## src/bcdg_defs.vh

```
// Constants for the bus clock divider and gating block
`ifndef BCDG_DEFS_VH
`define BCDG_DEFS_VH
// ----------------------------------------
// Register indices (byte address = 4 x index)
// ----------------------------------------
`define BCDG_IDX_AMBA 30'h5000000
`define BCDG_IDX_TRIM 30'h5000002
`define BCDG_IDX_RADIO 30'h5000008
`define BCDG_IDX_CTRL 30'h5000010
`define BCDG_ADDR_W 30
// ----------------------------------------
// Field positions
// ----------------------------------------
`define BCDG_QSPI_EN 12
`define BCDG_QSPI_DIV_HI 11
`define BCDG_QSPI_DIV_LO 10
`define BCDG_OTP_EN 9
`define BCDG_RNG_EN 8
`define BCDG_ECC_EN 7
`define BCDG_AES_EN 6
`define BCDG_PCLK_DIV_HI 5
`define BCDG_PCLK_DIV_LO 4
`define BCDG_HCLK_DIV_HI 2
`define BCDG_HCLK_DIV_LO 0
`define BCDG_COARSE_HI 10
`define BCDG_COARSE_LO 8
`define BCDG_FINE_HI 7
`define BCDG_FINE_LO 0
`define BCDG_RADIO_EN 7
`define BCDG_LP_RESET 6
`define BCDG_RADIO_DIV_HI 5
`define BCDG_RADIO_DIV_LO 4
`define BCDG_RFCU_EN 3
`define BCDG_RF_CONTROL_CLK_DIVIDER_HI 1
`define BCDG_RF_CONTROL_CLK_DIVIDER_LO 0
`define BCDG_REF_DIV2 0
// ----------------------------------------
// Writable masks and reset values
// ----------------------------------------
`define BCDG_AMBA_MASK 16'h1ff7
`define BCDG_TRIM_MASK 16'h07ff
`define BCDG_RADIO_MASK 16'h00fb
`define BCDG_CTRL_MASK 16'h0001
`define BCDG_AMBA_RST 16'h0022
`define BCDG_TRIM_RST 16'h0000
`define BCDG_RADIO_RST 16'h0040
`define BCDG_CTRL_RST 16'h0000
// ----------------------------------------
// Divider encodings
// ----------------------------------------
`define BCDG_CODE_W 3
`define BCDG_CODE_DIV16 3'h4
`define BCDG_CNT_W 4
`define BCDG_TRIM_SETTLE_US 200
`endif

```

## src/bcdg_div_en.v

```verilog
// Glitch-free divide-by-power-of-two clock enable generator
`timescale 1ns/1ps
module bcdg_div_en #(
  parameter CODE_W = 3
) (
  input wire CLK,
  input wire RST,
  input wire tick,
  input wire gate_on,
  input wire [CODE_W-1:0] code,
  output reg pulse_q
);
`include "bcdg_defs.vh"
  reg [`BCDG_CNT_W-1:0] cnt_q;
  reg [CODE_W-1:0] code_q;
  reg [`BCDG_CNT_W-1:0] last;

  // ----------------------------------------
  // Terminal count from the latched code
  // ----------------------------------------
  always @* begin
    if (code_q >= `BCDG_CODE_DIV16) begin
      last = 4'hf;
    end else begin
      last = (4'h1 << code_q[1:0]) - 4'h1;
    end
  end

  // ----------------------------------------
  // Counter
  // ----------------------------------------
  // Code and gate are only taken at a period boundary, so a change never
  // yields a shortened period.
  always @(posedge CLK) begin
    if (RST) begin
      cnt_q <= 4'h0;
      code_q <= {CODE_W{1'b0}};
      pulse_q <= 1'b0;
    end else begin
      pulse_q <= 1'b0;
      if (tick) begin
        if (cnt_q >= last) begin
          cnt_q <= 4'h0;
          code_q <= code;
          pulse_q <= gate_on;
        end else begin
          cnt_q <= cnt_q + 4'h1;
        end
      end
    end
  end
endmodule

```

## src/bcdg_sync.v

```verilog
// Two-flip-flop level synchroniser
`timescale 1ns/1ps
module bcdg_sync (
  input wire CLK,
  input wire RST,
  input wire d,
  output reg q
);
  reg meta_q;

  always @(posedge CLK) begin
    if (RST) begin
      meta_q <= 1'b0;
      q <= 1'b0;
    end else begin
      meta_q <= d;
      q <= meta_q;
    end
  end
endmodule

```

## src/bcdg_clock_ctrl.v

```verilog
// Bus clock divider and gating control, register file and enable outputs
//
// Decided for this implementation: the strobed register port.
`timescale 1ns/1ps
module bcdg_clock_ctrl #(
  parameter CLK_MHZ = 40
) (
  input wire CLK,
  input wire RST,
  input wire [29:0] ADDR,
  input wire [15:0] WDATA,
  input wire WR,
  input wire RD,
  output reg [15:0] RDATA,
  input wire REF_TICK,
  input wire RADIO_CORE_SLEEP,
  input wire RADIO_REG_ACCESS,
  output wire HCLK_EN,
  output wire PCLK_EN,
  output wire QSPI_CLK_EN,
  output wire OTP_CLK_EN,
  output wire RANDOM_GEN_CLK_EN,
  output wire ECC_CLK_EN,
  output wire AES_CLK_EN,
  output wire RADIO_CORE_CLK_EN,
  output wire RF_CONTROL_CLK_EN,
  output wire RADIO_LOWPOWER_TIMER_RESET,
  output wire [2:0] CRYSTAL_TRIM_COARSE,
  output wire [7:0] CRYSTAL_TRIM_FINE,
  output reg HARD_FAULT
);
`include "bcdg_defs.vh"
  // Settle time in cycles, kept for reference by software drivers
  localparam integer TRIM_SETTLE_CYC = `BCDG_TRIM_SETTLE_US * CLK_MHZ;

  reg [15:0] amba_q;
  reg [15:0] trim_q;
  reg [15:0] radio_q;
  reg [15:0] ctrl_q;
  reg ref_half_q;
  wire sleep_s;
  wire ref_tick_s;
  reg ref_tick_d1_q;
  reg hclk_d1_q;
  wire ref_pulse;
  wire hclk_p;
  wire pclk_p;
  wire qspi_p;
  wire radio_p;
  wire rfcu_p;
  wire radio_on;

  // ----------------------------------------
  // Register file
  // ----------------------------------------
  always @(posedge CLK) begin
    if (RST) begin
      amba_q <= `BCDG_AMBA_RST;
      trim_q <= `BCDG_TRIM_RST;
      radio_q <= `BCDG_RADIO_RST;
      ctrl_q <= `BCDG_CTRL_RST;
    end else if (WR) begin
      case (ADDR)
        `BCDG_IDX_AMBA: amba_q <= WDATA & `BCDG_AMBA_MASK;
        `BCDG_IDX_TRIM: trim_q <= WDATA & `BCDG_TRIM_MASK;
        `BCDG_IDX_RADIO: radio_q <= WDATA & `BCDG_RADIO_MASK;
        `BCDG_IDX_CTRL: ctrl_q <= WDATA & `BCDG_CTRL_MASK;
        default: begin
        end
      endcase
    end
  end

  // Unmapped addresses read as zero
  always @(posedge CLK) begin
    if (RST) begin
      RDATA <= 16'h0000;
    end else if (RD) begin
      case (ADDR)
        `BCDG_IDX_AMBA: RDATA <= amba_q;
        `BCDG_IDX_TRIM: RDATA <= trim_q;
        `BCDG_IDX_RADIO: RDATA <= radio_q;
        `BCDG_IDX_CTRL: RDATA <= ctrl_q;
        default: RDATA <= 16'h0000;
      endcase
    end else begin
      RDATA <= 16'h0000;
    end
  end

  // ----------------------------------------
  // Source-side dividers
  // ----------------------------------------
  bcdg_div_en #(.CODE_W(3)) u_hclk (
    .CLK(CLK),
    .RST(RST),
    .tick(1'b1),
    .gate_on(1'b1),
    .code(amba_q[`BCDG_HCLK_DIV_HI:`BCDG_HCLK_DIV_LO]),
    .pulse_q(hclk_p)
  );

  // APB cascades from the AHB enable, not the source
  bcdg_div_en #(.CODE_W(2)) u_pclk (
    .CLK(CLK),
    .RST(RST),
    .tick(hclk_p),
    .gate_on(1'b1),
    .code(amba_q[`BCDG_PCLK_DIV_HI:`BCDG_PCLK_DIV_LO]),
    .pulse_q(pclk_p)
  );

  bcdg_div_en #(.CODE_W(2)) u_qspi (
    .CLK(CLK),
    .RST(RST),
    .tick(1'b1),
    .gate_on(amba_q[`BCDG_QSPI_EN]),
    .code(amba_q[`BCDG_QSPI_DIV_HI:`BCDG_QSPI_DIV_LO]),
    .pulse_q(qspi_p)
  );

  // The APB divider registers off the AHB pulse, so the AHB enable is
  // delayed one cycle to keep every APB pulse inside an AHB pulse.
  always @(posedge CLK) begin
    if (RST) begin
      hclk_d1_q <= 1'b0;
    end else begin
      hclk_d1_q <= hclk_p;
    end
  end

  assign HCLK_EN = hclk_d1_q;
  assign PCLK_EN = pclk_p;
  assign QSPI_CLK_EN = qspi_p;
  // Plain gates follow the AHB enable so a gate edge lands between pulses
  assign OTP_CLK_EN = hclk_d1_q & amba_q[`BCDG_OTP_EN];
  assign RANDOM_GEN_CLK_EN = hclk_d1_q & amba_q[`BCDG_RNG_EN];
  assign ECC_CLK_EN = hclk_d1_q & amba_q[`BCDG_ECC_EN];
  assign AES_CLK_EN = hclk_d1_q & amba_q[`BCDG_AES_EN];

  // ----------------------------------------
  // Radio reference and dividers
  // ----------------------------------------
  // The reference tick comes from another domain, so it is synchronised and
  // edge detected; it must be well below half the system clock rate.
  bcdg_sync u_ref (
    .CLK(CLK),
    .RST(RST),
    .d(REF_TICK),
    .q(ref_tick_s)
  );

  bcdg_sync u_sleep (
    .CLK(CLK),
    .RST(RST),
    .d(RADIO_CORE_SLEEP),
    .q(sleep_s)
  );

  always @(posedge CLK) begin
    if (RST) begin
      ref_tick_d1_q <= 1'b0;
      ref_half_q <= 1'b0;
    end else begin
      ref_tick_d1_q <= ref_tick_s;
      if (ref_tick_s & ~ref_tick_d1_q) begin
        ref_half_q <= ~ref_half_q;
      end
    end
  end

  // Optional halving keeps the reference at 16 MHz with a 32 MHz crystal
  assign ref_pulse = ref_tick_s & ~ref_tick_d1_q &
                     (~ctrl_q[`BCDG_REF_DIV2] | ref_half_q);

  assign radio_on = radio_q[`BCDG_RADIO_EN] & ~sleep_s;

  bcdg_div_en #(.CODE_W(2)) u_radio (
    .CLK(CLK),
    .RST(RST),
    .tick(ref_pulse),
    .gate_on(radio_on),
    .code(radio_q[`BCDG_RADIO_DIV_HI:`BCDG_RADIO_DIV_LO]),
    .pulse_q(radio_p)
  );

  bcdg_div_en #(.CODE_W(2)) u_rfcu (
    .CLK(CLK),
    .RST(RST),
    .tick(ref_pulse),
    .gate_on(radio_q[`BCDG_RFCU_EN]),
    .code(radio_q[`BCDG_RF_CONTROL_CLK_DIVIDER_HI:`BCDG_RF_CONTROL_CLK_DIVIDER_LO]),
    .pulse_q(rfcu_p)
  );

  assign RADIO_CORE_CLK_EN = radio_p;
  assign RF_CONTROL_CLK_EN = rfcu_p;
  assign RADIO_LOWPOWER_TIMER_RESET = radio_q[`BCDG_LP_RESET];
  assign CRYSTAL_TRIM_COARSE = trim_q[`BCDG_COARSE_HI:`BCDG_COARSE_LO];
  assign CRYSTAL_TRIM_FINE = trim_q[`BCDG_FINE_HI:`BCDG_FINE_LO];

  // ----------------------------------------
  // Hard fault on radio register access while its clock is off
  // ----------------------------------------
  always @(posedge CLK) begin
    if (RST) begin
      HARD_FAULT <= 1'b0;
    end else begin
      HARD_FAULT <= RADIO_REG_ACCESS & ~radio_on;
    end
  end
endmodule

```

## config.mk

```make
export PLATFORM = sky130hd
export DESIGN_NAME = bcdg_clock_ctrl
export DESIGN_NICKNAME = d
export VERILOG_FILES = /design/src/bcdg_div_en.v /design/src/bcdg_sync.v /design/src/bcdg_clock_ctrl.v
export VERILOG_INCLUDE_DIRS = /design/src
export SDC_FILE = /design/constraint.sdc
export NUM_CORES = 1
export LEC_CHECK = 0
export ABC_CLOCK_PERIOD_IN_PS = 2400
export BUFFER_PORTS_ARGS = -buffer_cell sky130_fd_sc_hd__buf_2
export CAP_MARGIN = 20
export CELL_PAD_IN_SITES_DETAIL_PLACEMENT = 0
export CELL_PAD_IN_SITES_GLOBAL_PLACEMENT = 1
export CORE_AREA = 5 5 102 113
export DETAILED_ROUTE_END_ITERATION = 12
export DIE_AREA = 0 0 107 118
export PLACE_DENSITY_LB_ADDON = 0.1
export SETUP_SLACK_MARGIN = 0.05
export SLEW_MARGIN = 10
export SYNTH_ARGS = -nofsm -noshare
export SYNTH_HDL_FRONTEND = slang
export SYNTH_SLANG_ARGS = --single-unit
export TNS_END_PERCENT = 30
```

## constraint.sdc

```tcl
create_clock -name CLK -period 2.4 [get_ports CLK]
set_clock_uncertainty 0.1 [all_clocks]
set_input_delay 0.12 -clock CLK [delete_from_list [all_inputs] [get_ports CLK]]
set_output_delay 0.12 -clock CLK [all_outputs]
set_load 0.1 [all_outputs]
```

* Word-level counts from Yosys, hierarchy flattened *
Cells that the tools add are included.

cells by class
  add/sub/neg operators = 10
  order comparisons = 6
  eq/ne operators = 4
  shift operators = 5
  multiplexer cells = 7
  bitwise logic cells = 20
  reduce and logical (&&, ||, !) cells = 14

operators by type and width
  kind                                                                count
  30-bit by 27-bit == test with 1-bit output, second input constant   4
  13-bit case mux with 4 select lines                                 1
  4-bit by 1-bit adder with 4-bit output, second input constant       5
  4-bit >= comparator                                                 5
  1-bit by 2-bit left shift with 4-bit output, first input constant   5
  4-bit by 1-bit subtractor with 4-bit output, second input constant  5
  4-bit two-way mux                                                   4
  2-bit AND reduction                                                 7
  1-bit inverter                                                      11
  2-bit OR reduction                                                  5
  1-bit AND                                                           8
  3-bit OR reduction                                                  2
  3-bit >= comparator, second input constant                          1
  1-bit two-way mux                                                   2
  1-bit OR                                                            1

storage, ports and cells
  register bits = 91
  input bits = 53
  output and inout bits = 38
  logic and storage cells = 94

* Logic depth before layout (Yosys ltp) *
Gate-level depths: netlist of run 1.

  depth after elaboration = 5
  mapped depth = 6
  gate-level depth less buffers = 6

* By module *
From an unflattened synthesis of run 1, not the netlist that was laid out.

second synthesis, totals
  cells, all modules = 451
  area, all modules = 4558.1 um^2

by module, submodules not included
  module                    instances  cells an instance  area an instance (um^2)  sequential area each (um^2)
  bcdg_clock_ctrl           1          217                2245.9                   960.9
  bcdg_div_en (u_pclk ...)  4          44                 431.7                    140.1
  bcdg_div_en (u_hclk)      1          50                 480.5                    160.2
  bcdg_sync                 2          4                  52.6                     40.0

* Least setup slack after synthesis of run 1 *
Ideal clock, no wire load.

  kind = register -> output
  start point = register hclk_d1_q, in the netlist HCLK_EN
  end point = output port AES_CLK_EN
  arrival = 1.824 ns
  data required time = 2.180 ns
  path slack = 0.356 ns
  stages on the path, launching flop included = 2
  path buffers = 0
  path through = dfxtp_1 -> and2_1

on the way
  cells in the longest elaborated chain, start to end = 1

ends and longest elaborated chain
  what                      RTL line               RTL
  start: declaration        bcdg_clock_ctrl.v:44   reg hclk_d1_q;
  start signal: assignment  bcdg_clock_ctrl.v:128  hclk_d1_q <= hclk_p;
  1-bit AND                 bcdg_clock_ctrl.v:139  assign AES_CLK_EN = hclk_d1_q & amba_q[`BCDG_AES_EN];
  end: declaration          bcdg_clock_ctrl.v:24   output wire AES_CLK_EN,

No other way between the ends.

* Worst setup path after layout of run 1 *
  start point = register u_rfcu.code_q[0]
  end point = register u_rfcu.code_q[0]

on the way
  cells in the longest elaborated chain, start to end = 4

ends and longest elaborated chain
  what                                         RTL line          RTL
  start: declaration                           bcdg_div_en.v:15  reg [CODE_W-1:0] code_q;
  start signal: assignment                     bcdg_div_en.v:37  code_q <= {CODE_W{1'b0}};
  start signal: assignment                     bcdg_div_en.v:44  code_q <= code;
  1-bit by 2-bit left shift with 4-bit output  bcdg_div_en.v:25  last = (4'h1 << code_q[1:0]) - 4'h1;
  4-bit by 1-bit subtractor with 4-bit output  bcdg_div_en.v:25
  4-bit >= comparator                          bcdg_div_en.v:42  if (cnt_q >= last) begin
  2-bit AND reduction (no line)                --

No other way between the ends.
A chain may end at the register's enable or synchronous reset.

==> results of run 1 <==
-- final timing paths --
path	startpoint	endpoint	slack [ns]	cells after the start
max	u_rfcu.code_q[0]	u_rfcu.code_q[0]	0.46	6
min reg2reg	u_sleep.meta_q	u_sleep.q	0.34	1
max reg2reg	u_rfcu.code_q[0]	u_rfcu.code_q[0]	0.46	6
min	WDATA[7]	amba_q[7]	0.005	3
-- through the flow --
| stage | hold slack, ns | util (%) | instances |
|---|---|---|---|
| 3_5_place_dp | 0.235 | 45.3 | 638 |
| 5_1_grt | 0.0195 | 49.6 | 668 |
| 4_1_cts | 0.00598 | 49.6 | 668 |
| 3_3_place_gp | 0.226 | 45.3 | 638 |
| 2_1_floorplan | 0.148 | - | 442 |
| 6_report | 0.00525 | 49.6 | 668 |
-- tightest hold or removal path, delay by kind of cell --
family,cells,cell delay (ns)
AND/OR/NAND/NOR,1,0.09
multiplexers,1,0.07
buffers and inverters,1,0.10
-- power by group through the flow --
stage	clock network, mW	registers (mW)	logic, mW
floorplan	0	1.67	0.341
global placement	0	1.63	0.529
detailed placement	0	1.63	0.536
CTS	1.44	1.60	0.562
global route	1.52	1.61	0.622
finish	1.41	1.60	0.552
-- synth_stat cells (all sizes together) --
cell type,instances,share of area [%]
dfxtp,88,43
nand2,57,5.2
mux2i,50,12
nor3,29,3.5
nor2,27,2.5
ha,25,7.6
inv,18,1.6
a21oi,13,1.6
nand3,13,1.6
o21ai,13,1.6
nor2b,12,1.8
nor4,12,2.9
clkbuf,11,1.0
or2,9,1.4
buf,8,1.6
xnor2,8,1.7
xor2,6,1.3
and2,5,0.76
nor3b,4,0.73
a21o,3,0.55
nand4,3,0.61
nor4b,3,1.4
and3,2,0.31
and4,2,0.46
conb,2,0.18
nand2b,2,0.31
o21a,2,0.37
o221a,2,0.55
o221ai,2,0.43
a2bb2oi,1,0.21
a32oi,1,0.21
clkinv,1,0.092
nand3b,1,0.18
or3,1,0.15
or4,1,0.27
-- area by class of cell --
| cell class | instances | area, um2 | share of cell area [%] |
|---|---|---|---|
| Tap cell | 123 | 154 | 3.03 |
| Clock buffer | 9 | 225 | 4.43 |
| Inverter | 19 | 71.3 | 1.40 |
| Timing Repair Buffer | 106 | 621 | 12.2 |
| Clock inverter | 7 | 71.3 | 1.40 |
| Sequential cell | 88 | 1760 | 34.7 |
| Multi-Input combinational cell | 316 | 2180 | 42.8 |
-- layer usage --
layer / part of all wire (%) / routed length, um
met1: 46 / 4340
met2: 48 / 4540
met5: 0 / 0
met3: 4.9 / 461
met4: 1.4 / 132
-- cell families after synthesis --
| logic type | Yosys count | synth area share (%) |
|---|---|---|
| other cells | 2 | 0.183 |
| buf+inv | 38 | 4.34 |
| flops | 88 | 43.0 |
| simple gates | 183 | 24.1 |
| xor+xnor | 14 | 2.99 |
| compound gates | 37 | 5.50 |
| mux | 50 | 12.2 |
| fa+ha+maj | 25 | 7.64 |
-- state kept, by name, indices dropped and copies added, names as in the netlist, 2 cells and up --
register / flops
amba_q: 12
u_pclk.code_q: 2
u_qspi.code_q: 2
u_rfcu.code_q: 2
radio_q: 7
u_pclk.cnt_q: 4
RDATA: 13
u_qspi.cnt_q: 4
u_radio.cnt_q: 4
u_radio.code_q: 2
u_hclk.cnt_q: 4
u_hclk.code_q: 3
u_rfcu.cnt_q: 4
trim_q: 11
==> impl_metrics.py, run 1 <==
metrics = {
    "critical_path": {
        "path_max_fanout": 3,
        "crit_type": "reg2reg",
        "worstPathBufferInverterCount": 0,
        "critPathMaxStageDelay_ns": 0.36,
        "worstPathArrival_ns": 2.11,
        "start_kind": "flip-flop",
        "cp_slowest_cell": "o221ai_1",
        "cp_top_family": "simple AND/OR/NAND/NOR gates",
        "cp-end-kind": "flip-flop",
        "timing.critical_path.cells": "or2_2 -> ha_1 -> nor3b_1 -> nor2_1 -> o221ai_1 -> mux2i_1",
        "cp.required_ns": 2.56,
    },
    "floorplanning": {
        "dieArea_um2": 12600,
        "coreArea_um2": 10200,
        "rows": 39,
        "die_y_um": 118,
        "num_io_pins": 91,
        "start_util_pct": 40.0,
        "die_x_um": 107,
    },
    "global_routing": {
        "met2_usage_pct": 26.1,
        "groute.usage.overall_pct": 15.8,
        "grt_start_max_net_pins": 38,
        "grt_pass1_vias": 3307,
        "antenna_found_initial": 0,
        "use_met3_pct": 4.17,
        "grt_overflow_total": 0,
        "busiest_layer": "met2",
        "grt_pass1_wl_um": 16000,
        "met1_usage_pct": 19.8,
    },
    "drt": {
        "ant_nets": 0,
        "dr_total_vias": 3296,
        "dr.pass1.iters": 4,
        "wire_per_inst_um": 14.2,
        "wirelength_um": 9480,
        "via_per_inst": 4.93,
        "drt-initial-drc-count": 79,
        "drc": 0,
    },
    "placed_design": {
        "dpl.hpwl_um": 7030,
        "io_buffers": 84,
        "placed_cell_area_um2": 4640,
        "pre_cts_slack_ns": 0.459,
        "gp_congestion": 0.794,
    },
    "cts": {
        "cts_buffers": 9,
        "cts_buffer_depth": 2,
        "clk_latency_ns": 0.34,
        "htree_levels": 3,
        "clock-sinks": 88,
        "post-cts-setup-buffer-count": 0,
        "clk_pin_slew_ns": 0.07,
        "cts_tree": "yes",
        "ctsResizeCount": 0,
        "cts_root_buffer": "clkbuf_16",
        "cts.hold.buffers_added": 14,
    },
    "run": {
        "cap_violations": 0,
    },
    "timing": {
        "max_freq_ghz": 0.514,
        "hold_viol": 0,
        "setup_tns_ns": 0,
        "drv_slew": 0,
        "finalWorstSetupSlack_ns": 0.455,
        "setup_viol": 0,
        "rsz0062_at_grt": "false",
        "post-route-min-period_ns": 1.94,
        "min_period_over_period_pct": 81.0,
    },
    "yosys": {
        "synth_cell_types": 43,
        "synth_area_um2": 4100,
        "synth_cells": 437,
        "synth.avg_cell_area_um2": 9.37,
        "synth_seq_cells": 88,
        "ys.warnings.count": 0,
        "ys_seq_area_share_pct": 43.0,
    },
    "pwr": {
        "peakVddDrop_uv": 343,
        "p_leak_nw": 2.31,
        "sw_frac_of_total_pct": 28.1,
        "power_frac_seq_pct": 44.9,
        "comb_power_share_pct": 15.5,
        "powerDensity_nw_per_um2": 701,
        "p_clk_share_pct": 39.6,
        "p_switching_mw": 1.00,
        "p_total_mw": 3.56,
        "p_int_mw": 2.56,
    },
    "cells_and_area": {
        "nets": 618,
        "nFillCells": 1010,
        "final_common_cell": "dfxtp_1",
        "final_area_um2": 5080,
        "syn2layout_area_growth_pct": 24.0,
        "antenna_cells": 0,
        "drive_gt1_share_pct": 23.1,
        "final_cell_mix": "88 x dfxtp_1, 84 x buf_2, 57 x nand2_1",
    },
    "hold_path": {
        "hold_class": "in2reg",
    },
    "status": {
        "outcome": "finished clean",
    },
}
(Power assumes the default switching activity.)
==> inputs of run 2 (changes only) <==
Settings changed: ABC_CLOCK_PERIOD_IN_PS 2400 to 2000.
Clock period 2.4 ns to 2 ns, I/O delays scaled along.
==> run 2 against run 1 <==
Effect of this change:
- final area up 1.2%
- via count is 0.55% lower
- largest cell class unchanged
- maximum frequency rose by 3.0%
- register-to-register slack worse by 0.34 ns
- the flow now finishes with violations (hold timing)
- largest power group unchanged
==> impl_metrics.py, run 2 (synthesis results as in run 1) <==
metrics = {
    "critical_path": {
        "crit_type": "reg2reg",
        "reg2regPathDepth": 6,
        "cp_top_family": "simple AND/OR/NAND/NOR gates",
        "worstPathArrival_ns": 2.02,
        "timing.rr.end": "u_radio.pulse_q",
        "reg2reg_from": "u_radio.code_q[0]",
        "cp.required_ns": 2.13,
        "cp_slowest_cell": "dfxtp_1",
        "cp-end-kind": "flip-flop",
        "critPathMaxStageDelay_ns": 0.32,
        "reg2reg_slack_ns": 0.11,
        "worstPathBufferInverterCount": 0,
        "start_kind": "flip-flop",
        "timing.critical_path.cells": "or2_2 -> ha_1 -> nor3b_2 -> nor2_1 -> o221a_2 -> and3_1",
        "path_max_fanout": 5,
    },
    "timing": {
        "max_freq_ghz": 0.529,
        "finalWorstSetupSlack_ns": 0.111,
        "fin_worst_hold_slack_ns": -0.00542,
        "hold_viol": 3,
        "drv_slew": 0,
        "setup_viol": 0,
        "min_period_over_period_pct": 94.4,
        "rsz0062_at_grt": "true",
        "post-route-min-period_ns": 1.89,
    },
    "cells_and_area": {
        "largest-register": "RDATA",
        "syn2layout_area_growth_pct": 25.5,
        "top_regs": "RDATA (13), amba_q (12), trim_q (11)",
        "final_core_util_pct": 50.2,
        "regArea_um2": 1760,
        "nFillCells": 1011,
        "largest_register_ffs": 13,
        "final_common_cell": "dfxtp_1",
        "multi_input_area_um2": 2220,
        "final_cell_mix": "88 x dfxtp_1, 84 x buf_2, 57 x nand2_1",
        "drive_gt1_share_pct": 24.8,
        "nets": 623,
        "antenna_cells": 0,
    },
    "drt": {
        "via_per_inst": 4.88,
        "wirelength_um": 9560,
        "drc": 0,
        "dr.pass1.iters": 4,
        "drt-initial-drc-count": 82,
        "wire_per_inst_um": 14.2,
        "ant_nets": 0,
        "dr_total_vias": 3278,
    },
    "pwr": {
        "p_total_mw": 4.18,
        "p_clk_share_pct": 37.7,
        "power_frac_seq_pct": 45.8,
        "sw_frac_of_total_pct": 27.9,
        "powerDensity_nw_per_um2": 814,
        "p_int_mw": 3.02,
        "peakVddDrop_uv": 554,
        "p_leak_nw": 2.33,
        "p_switching_mw": 1.17,
        "comb_power_share_pct": 16.4,
    },
    "floorplanning": {
        "die_y_um": 118,
        "die_x_um": 107,
        "rows": 39,
        "dieArea_um2": 12600,
        "coreArea_um2": 10200,
        "start_util_pct": 40.0,
        "num_io_pins": 91,
    },
    "placed_design": {
        "io_buffers": 84,
        "dpl.hpwl_um": 7030,
        "pre_cts_slack_ns": 0.0539,
        "gp_congestion": 0.804,
    },
    "global_routing": {
        "grt_pass1_wl_um": 16200,
        "grt_start_max_net_pins": 38,
        "antenna_found_initial": 0,
        "groute.usage.overall_pct": 15.9,
        "grt_pass1_vias": 3360,
        "grt_overflow_total": 0,
    },
    "hold_path": {
        "hold_class": "in2reg",
        "holdCritStartpoint": "WDATA[4]",
        "min_to": "trim_q[4]",
        "min_path_cells": 3,
    },
    "cts": {
        "cts_buffer_depth": 2,
        "cts_buffers": 9,
        "cts_root_buffer": "clkbuf_16",
        "clk_latency_ns": 0.34,
        "htree_levels": 3,
        "clock-sinks": 88,
        "cts_tree": "yes",
        "clk_pin_slew_ns": 0.06,
    },
    "status": {
        "violations": "hold timing",
        "outcome": "finished with violations",
    },
    "run": {
        "cap_violations": 0,
    },
}
run 2: changes by cell type in the layout (fill, tap and decap cells not counted), moves of 2 or more:
cell and change:
nor3_1 -4, o221ai_2 +2, o221ai_1 -2, clkbuf_8 +2
dlygate4sd3_1 +2, nor3_2 +4, buf_4 +3, clkinv_4 -2
run 2: how the worst max path moves through the flow:
stage | start | to | slack [ns] | cells past startpoint
after global routing | u_radio.code_q[0] | u_radio.pulse_q | 0.04 | 6
after detailed placement | u_rfcu.code_q[0] | u_rfcu.code_q[1] | 0.05 | 6
after floorplan | HCLK_EN | ECC_CLK_EN | -0.02 | 1
final | u_radio.code_q[0] | u_radio.pulse_q | 0.11 | 6
after global placement | u_rfcu.code_q[0] | u_rfcu.code_q[1] | 0.1 | 6
after CTS | u_radio.code_q[0] | u_radio.code_q[1] | 0.10 | 6
run 2: power by group through the flow:
| stage | sequential (mW) | clock [mW] | combinational, mW |
|---|---|---|---|
| finish | 1.92 | 1.58 | 0.687 |
| global route | 1.93 | 1.70 | 0.770 |
| CTS | 1.92 | 1.62 | 0.689 |
| detailed placement | 1.96 | 0 | 0.661 |
| global placement | 1.96 | 0 | 0.647 |
| floorplan | 2.01 | 0 | 0.409 |
run 2: per-stage QoR:
stage / std cells / area [um2] / setup TNS, ns
6_report: 672 / 5140 / 0
3_5_place_dp: 641 / 4670 / 0
5_1_grt: 672 / 5140 / 0
2_1_floorplan: 442 / 4120 / -0.0717
4_1_cts: 672 / 5110 / 0
3_3_place_gp: 641 / 4670 / 0
run 2: routing by layer:
metal	GRT usage (%)	share of wire (%)	vias up
met5	0	0	-
met4	4.80	1.3	0
met3	4.17	4.9	10
met2	26.2	47	61
met1	20.3	47	1492
li1	-	-	1715
run 2: cell type report:
class | count | area share, %
Sequential cell | 88 | 34.3
Inverter | 19 | 1.39
Tap cell | 123 | 2.99
Clock inverter | 3 | 0.341
Multi-Input combinational cell | 316 | 43.1
Timing Repair Buffer | 111 | 12.9
Clock buffer | 12 | 4.99
run 2: what timing repair did:
item	CTS	global route
resized for setup	1	8
endpoints found under the setup margin	2	14
pin swaps	0	2
hold buffers	16	0
endpoints found under the hold margin	29	0
setup buffers	0	0
run 2: worst register-to-register path, delay by kind of cell (launching register included):
kind                     cells  cell delay [ns]
AND/OR/NAND/NOR              4             0.78
flip-flops                   1             0.32
AO/OA/AOI/OAI                1             0.31
adder cells (fa/ha/maj)      1             0.29
==> inputs of run 3 (changes only) <==
Settings changed: ABC_AREA from default to 1, CORE_AREA 5 5 102 113 to 2 2 102 114, DIE_AREA 0 0 107 118 to 0 0 104 116.
==> run 3 against run 2 <==
Effect of this change:
- the flow now finishes without violations
- worst setup slack gained 0.091 ns
- clock power rose by 17%
- total power is 5.1% higher
- largest cell class unchanged
- largest power group unchanged
- highest routed layer unchanged
==> impl_metrics.py, run 3 <==
metrics = {
    "yosys": {
        "synth_top_area_share_pct": 42.4,
        "synth_cell_types": 36,
        "synth_ff_type": "dfxtp_1",
        "synth.cells.most_frequent": "128 x nand2_1, 88 x dfxtp_1, 64 x inv_1, 63 x nor2_1, 57 x nand3_1",
        "synth_cells": 553,
        "synth_most_common_cell": "nand2_1",
        "synth_area_um2": 4160,
        "synth.avg_cell_area_um2": 7.52,
        "synth_area_leaders": "dfxtp_1 42%, nand2_1 12%, ha_1 7.5%",
        "ys.warnings.count": 0,
        "ys_seq_area_share_pct": 42.4,
        "async_flop_share_pct": 0,
        "synth_seq_cells": 88,
        "synth_edf_count": 0,
        "yosysTopAreaCell": "dfxtp_1",
    },
    "floorplanning": {
        "rows": 40,
        "num_io_pins": 91,
        "die_x_um": 104,
        "dieArea_um2": 12100,
        "die_y_um": 116,
        "coreArea_um2": 10800,
        "start_util_pct": 38.4,
    },
    "pwr": {
        "p_switching_mw": 1.18,
        "p_leak_nw": 2.47,
        "p_int_mw": 3.22,
        "p_clk_share_pct": 42.2,
        "sw_frac_of_total_pct": 26.8,
        "peakVddDrop_uv": 430,
        "power_frac_seq_pct": 43.4,
        "comb_power_share_pct": 14.4,
        "powerDensity_nw_per_um2": 839,
    },
    "critical_path": {
        "reg2regPathDepth": 10,
        "start_kind": "input pin",
        "crit_type": "in2reg",
        "path_max_fanout": 17,
        "reg2reg_from": "u_radio.code_q[0]",
        "worstPathArrival_ns": 1.92,
        "cp-end-kind": "flip-flop",
        "cp.required_ns": 2.13,
        "timing.rr.end": "u_radio.code_q[1]",
        "reg2reg_slack_ns": 0.21,
    },
    "cells_and_area": {
        "regArea_um2": 1760,
        "nets": 738,
        "top_regs": "RDATA (13), amba_q (12), trim_q (11)",
        "antenna_cells": 0,
        "nFillCells": 1159,
        "largest-register": "RDATA",
        "final_cell_mix": "126 x nand2_1, 88 x dfxtp_1, 84 x buf_2",
        "largest_register_ffs": 13,
        "multi_input_area_um2": 2060,
        "final_common_cell": "nand2_1",
        "syn2layout_area_growth_pct": 26.0,
        "drive_gt1_share_pct": 18.9,
    },
    "global_routing": {
        "groute.usage.overall_pct": 17.0,
        "grt_pass1_wl_um": 16200,
        "grt_start_max_net_pins": 32,
        "grt_pass1_vias": 3437,
        "antenna_found_initial": 0,
        "grt_overflow_total": 0,
    },
    "drt": {
        "wire_per_inst_um": 12.1,
        "via_per_inst": 4.56,
        "ant_nets": 0,
        "drt-initial-drc-count": 153,
        "dr_total_vias": 3704,
        "dr.pass1.iters": 4,
        "wirelength_um": 9820,
        "drc": 0,
    },
    "cts": {
        "cts_buffers": 9,
        "cts_buffer_depth": 2,
        "post-cts-setup-buffer-count": 0,
        "clk_pin_slew_ns": 0.06,
        "cts_root_buffer": "clkbuf_16",
        "clk_latency_ns": 0.34,
        "clock-sinks": 88,
        "cts_tree": "yes",
        "htree_levels": 3,
    },
    "hold_path": {
        "min_path_cells": 3,
        "min_to": "trim_q[4]",
        "holdCritStartpoint": "WR",
        "hold_class": "in2reg",
    },
    "timing": {
        "min_period_over_period_pct": 89.9,
        "drv_slew": 0,
        "max_freq_ghz": 0.556,
        "hold_viol": 0,
        "finalWorstSetupSlack_ns": 0.203,
        "setup_tns_ns": 0,
        "rsz0062_at_grt": "false",
        "setup_viol": 0,
        "post-route-min-period_ns": 1.80,
    },
    "placed_design": {
        "gp_congestion": 0.823,
        "io_buffers": 84,
        "pre_cts_slack_ns": 0.131,
        "dpl.hpwl_um": 7330,
    },
    "run": {
        "cap_violations": 0,
    },
    "status": {
        "outcome": "finished clean",
    },
}
==> run 3: through the flow <==
stage / power [mW] / area, um2 / hold WS, ns / instances / util (%)
finish: 4.39 / 5240 / 0.0885 / 812 / 48.5
detailed placement: 2.56 / 4700 / 0.213 / 777 / 43.5
global route: 4.62 / 5240 / 0.102 / 812 / 48.5
floorplan: 2.38 / 4180 / 0.0839 / 558 / -
CTS: 4.44 / 5230 / 0.0656 / 812 / 48.3
global placement: 2.54 / 4700 / 0.199 / 777 / 43.5
==> run 3: cell type report <==
class                   instances  share of cell area (%)
multi-input cells             387                    39.4
flip-flops and latches         88                    33.6
repair buffers                109                    12.5
clock buffers                  11                    4.82
inverters                      65                    4.66
well taps                     147                    3.51
clock inverters                 5                    1.50
==> run 3: worst max-delay path, stage by stage <==
cell and delay, ns:
buf_2 0.10, or2_4 0.27, nor2_4 0.18, nand3_2 0.15, nor2_8 0.29, nand2_8 0.13
nand2_1 0.08, a21oi_1 0.05, dlygate4sd3_1 0.55
==> run 3: worst max path at each step <==
stage                            startpoint           endpoint  depth (start not counted)
after floorplan                     HCLK_EN         AES_CLK_EN                          2
after global placement     u_rfcu.code_q[0]    u_rfcu.cnt_q[2]                          9
after detailed placement   u_rfcu.code_q[0]    u_rfcu.cnt_q[3]                          9
after CTS                           ADDR[3]          trim_q[9]                          9
after global routing      u_radio.code_q[0]  u_radio.code_q[1]                          9
final                               ADDR[3]         amba_q[11]                          9
==> run 3: cells by family (layout without fill, tap and decap cells) <==
| group | Yosys count | in the layout | synth area share, % |
|---|---|---|---|
| other cells | 2 | 7 | 0.181 |
| xor+xnor | 10 | 10 | 2.11 |
| flops | 88 | 88 | 42.4 |
| compound gates | 67 | 67 | 8.46 |
| buf+inv | 83 | 190 | 8.79 |
| fa+ha+maj | 25 | 25 | 7.53 |
| simple gates | 278 | 278 | 30.6 |
==> run 3: power by group through the flow <==
stage	Sequential [mW]	Combinational (mW)	Clock, mW
after floorplan	2.00	0.383	0
after global placement	1.95	0.590	0
after detailed placement	1.95	0.609	0
after CTS	1.91	0.638	1.90
after global routing	1.92	0.731	1.97
final	1.91	0.634	1.85
==> run 3: repair_timing <==
action	CTS	global route
hold endpoints to repair	34	0
hold buffers	19	0
setup endpoints to repair	0	12
gates resized for setup	0	5
==> run 3: routing by layer <==
metal	routed length, um	global-route usage [%]	vias to the layer above	share of wire [%]
met1	4760	21.7	1639	48
met3	530	4.95	6	5.4
met4	90	5.23	0	0.92
li1	-	-	1975	-
met2	4440	28.1	84	45
met5	0	0	-	0
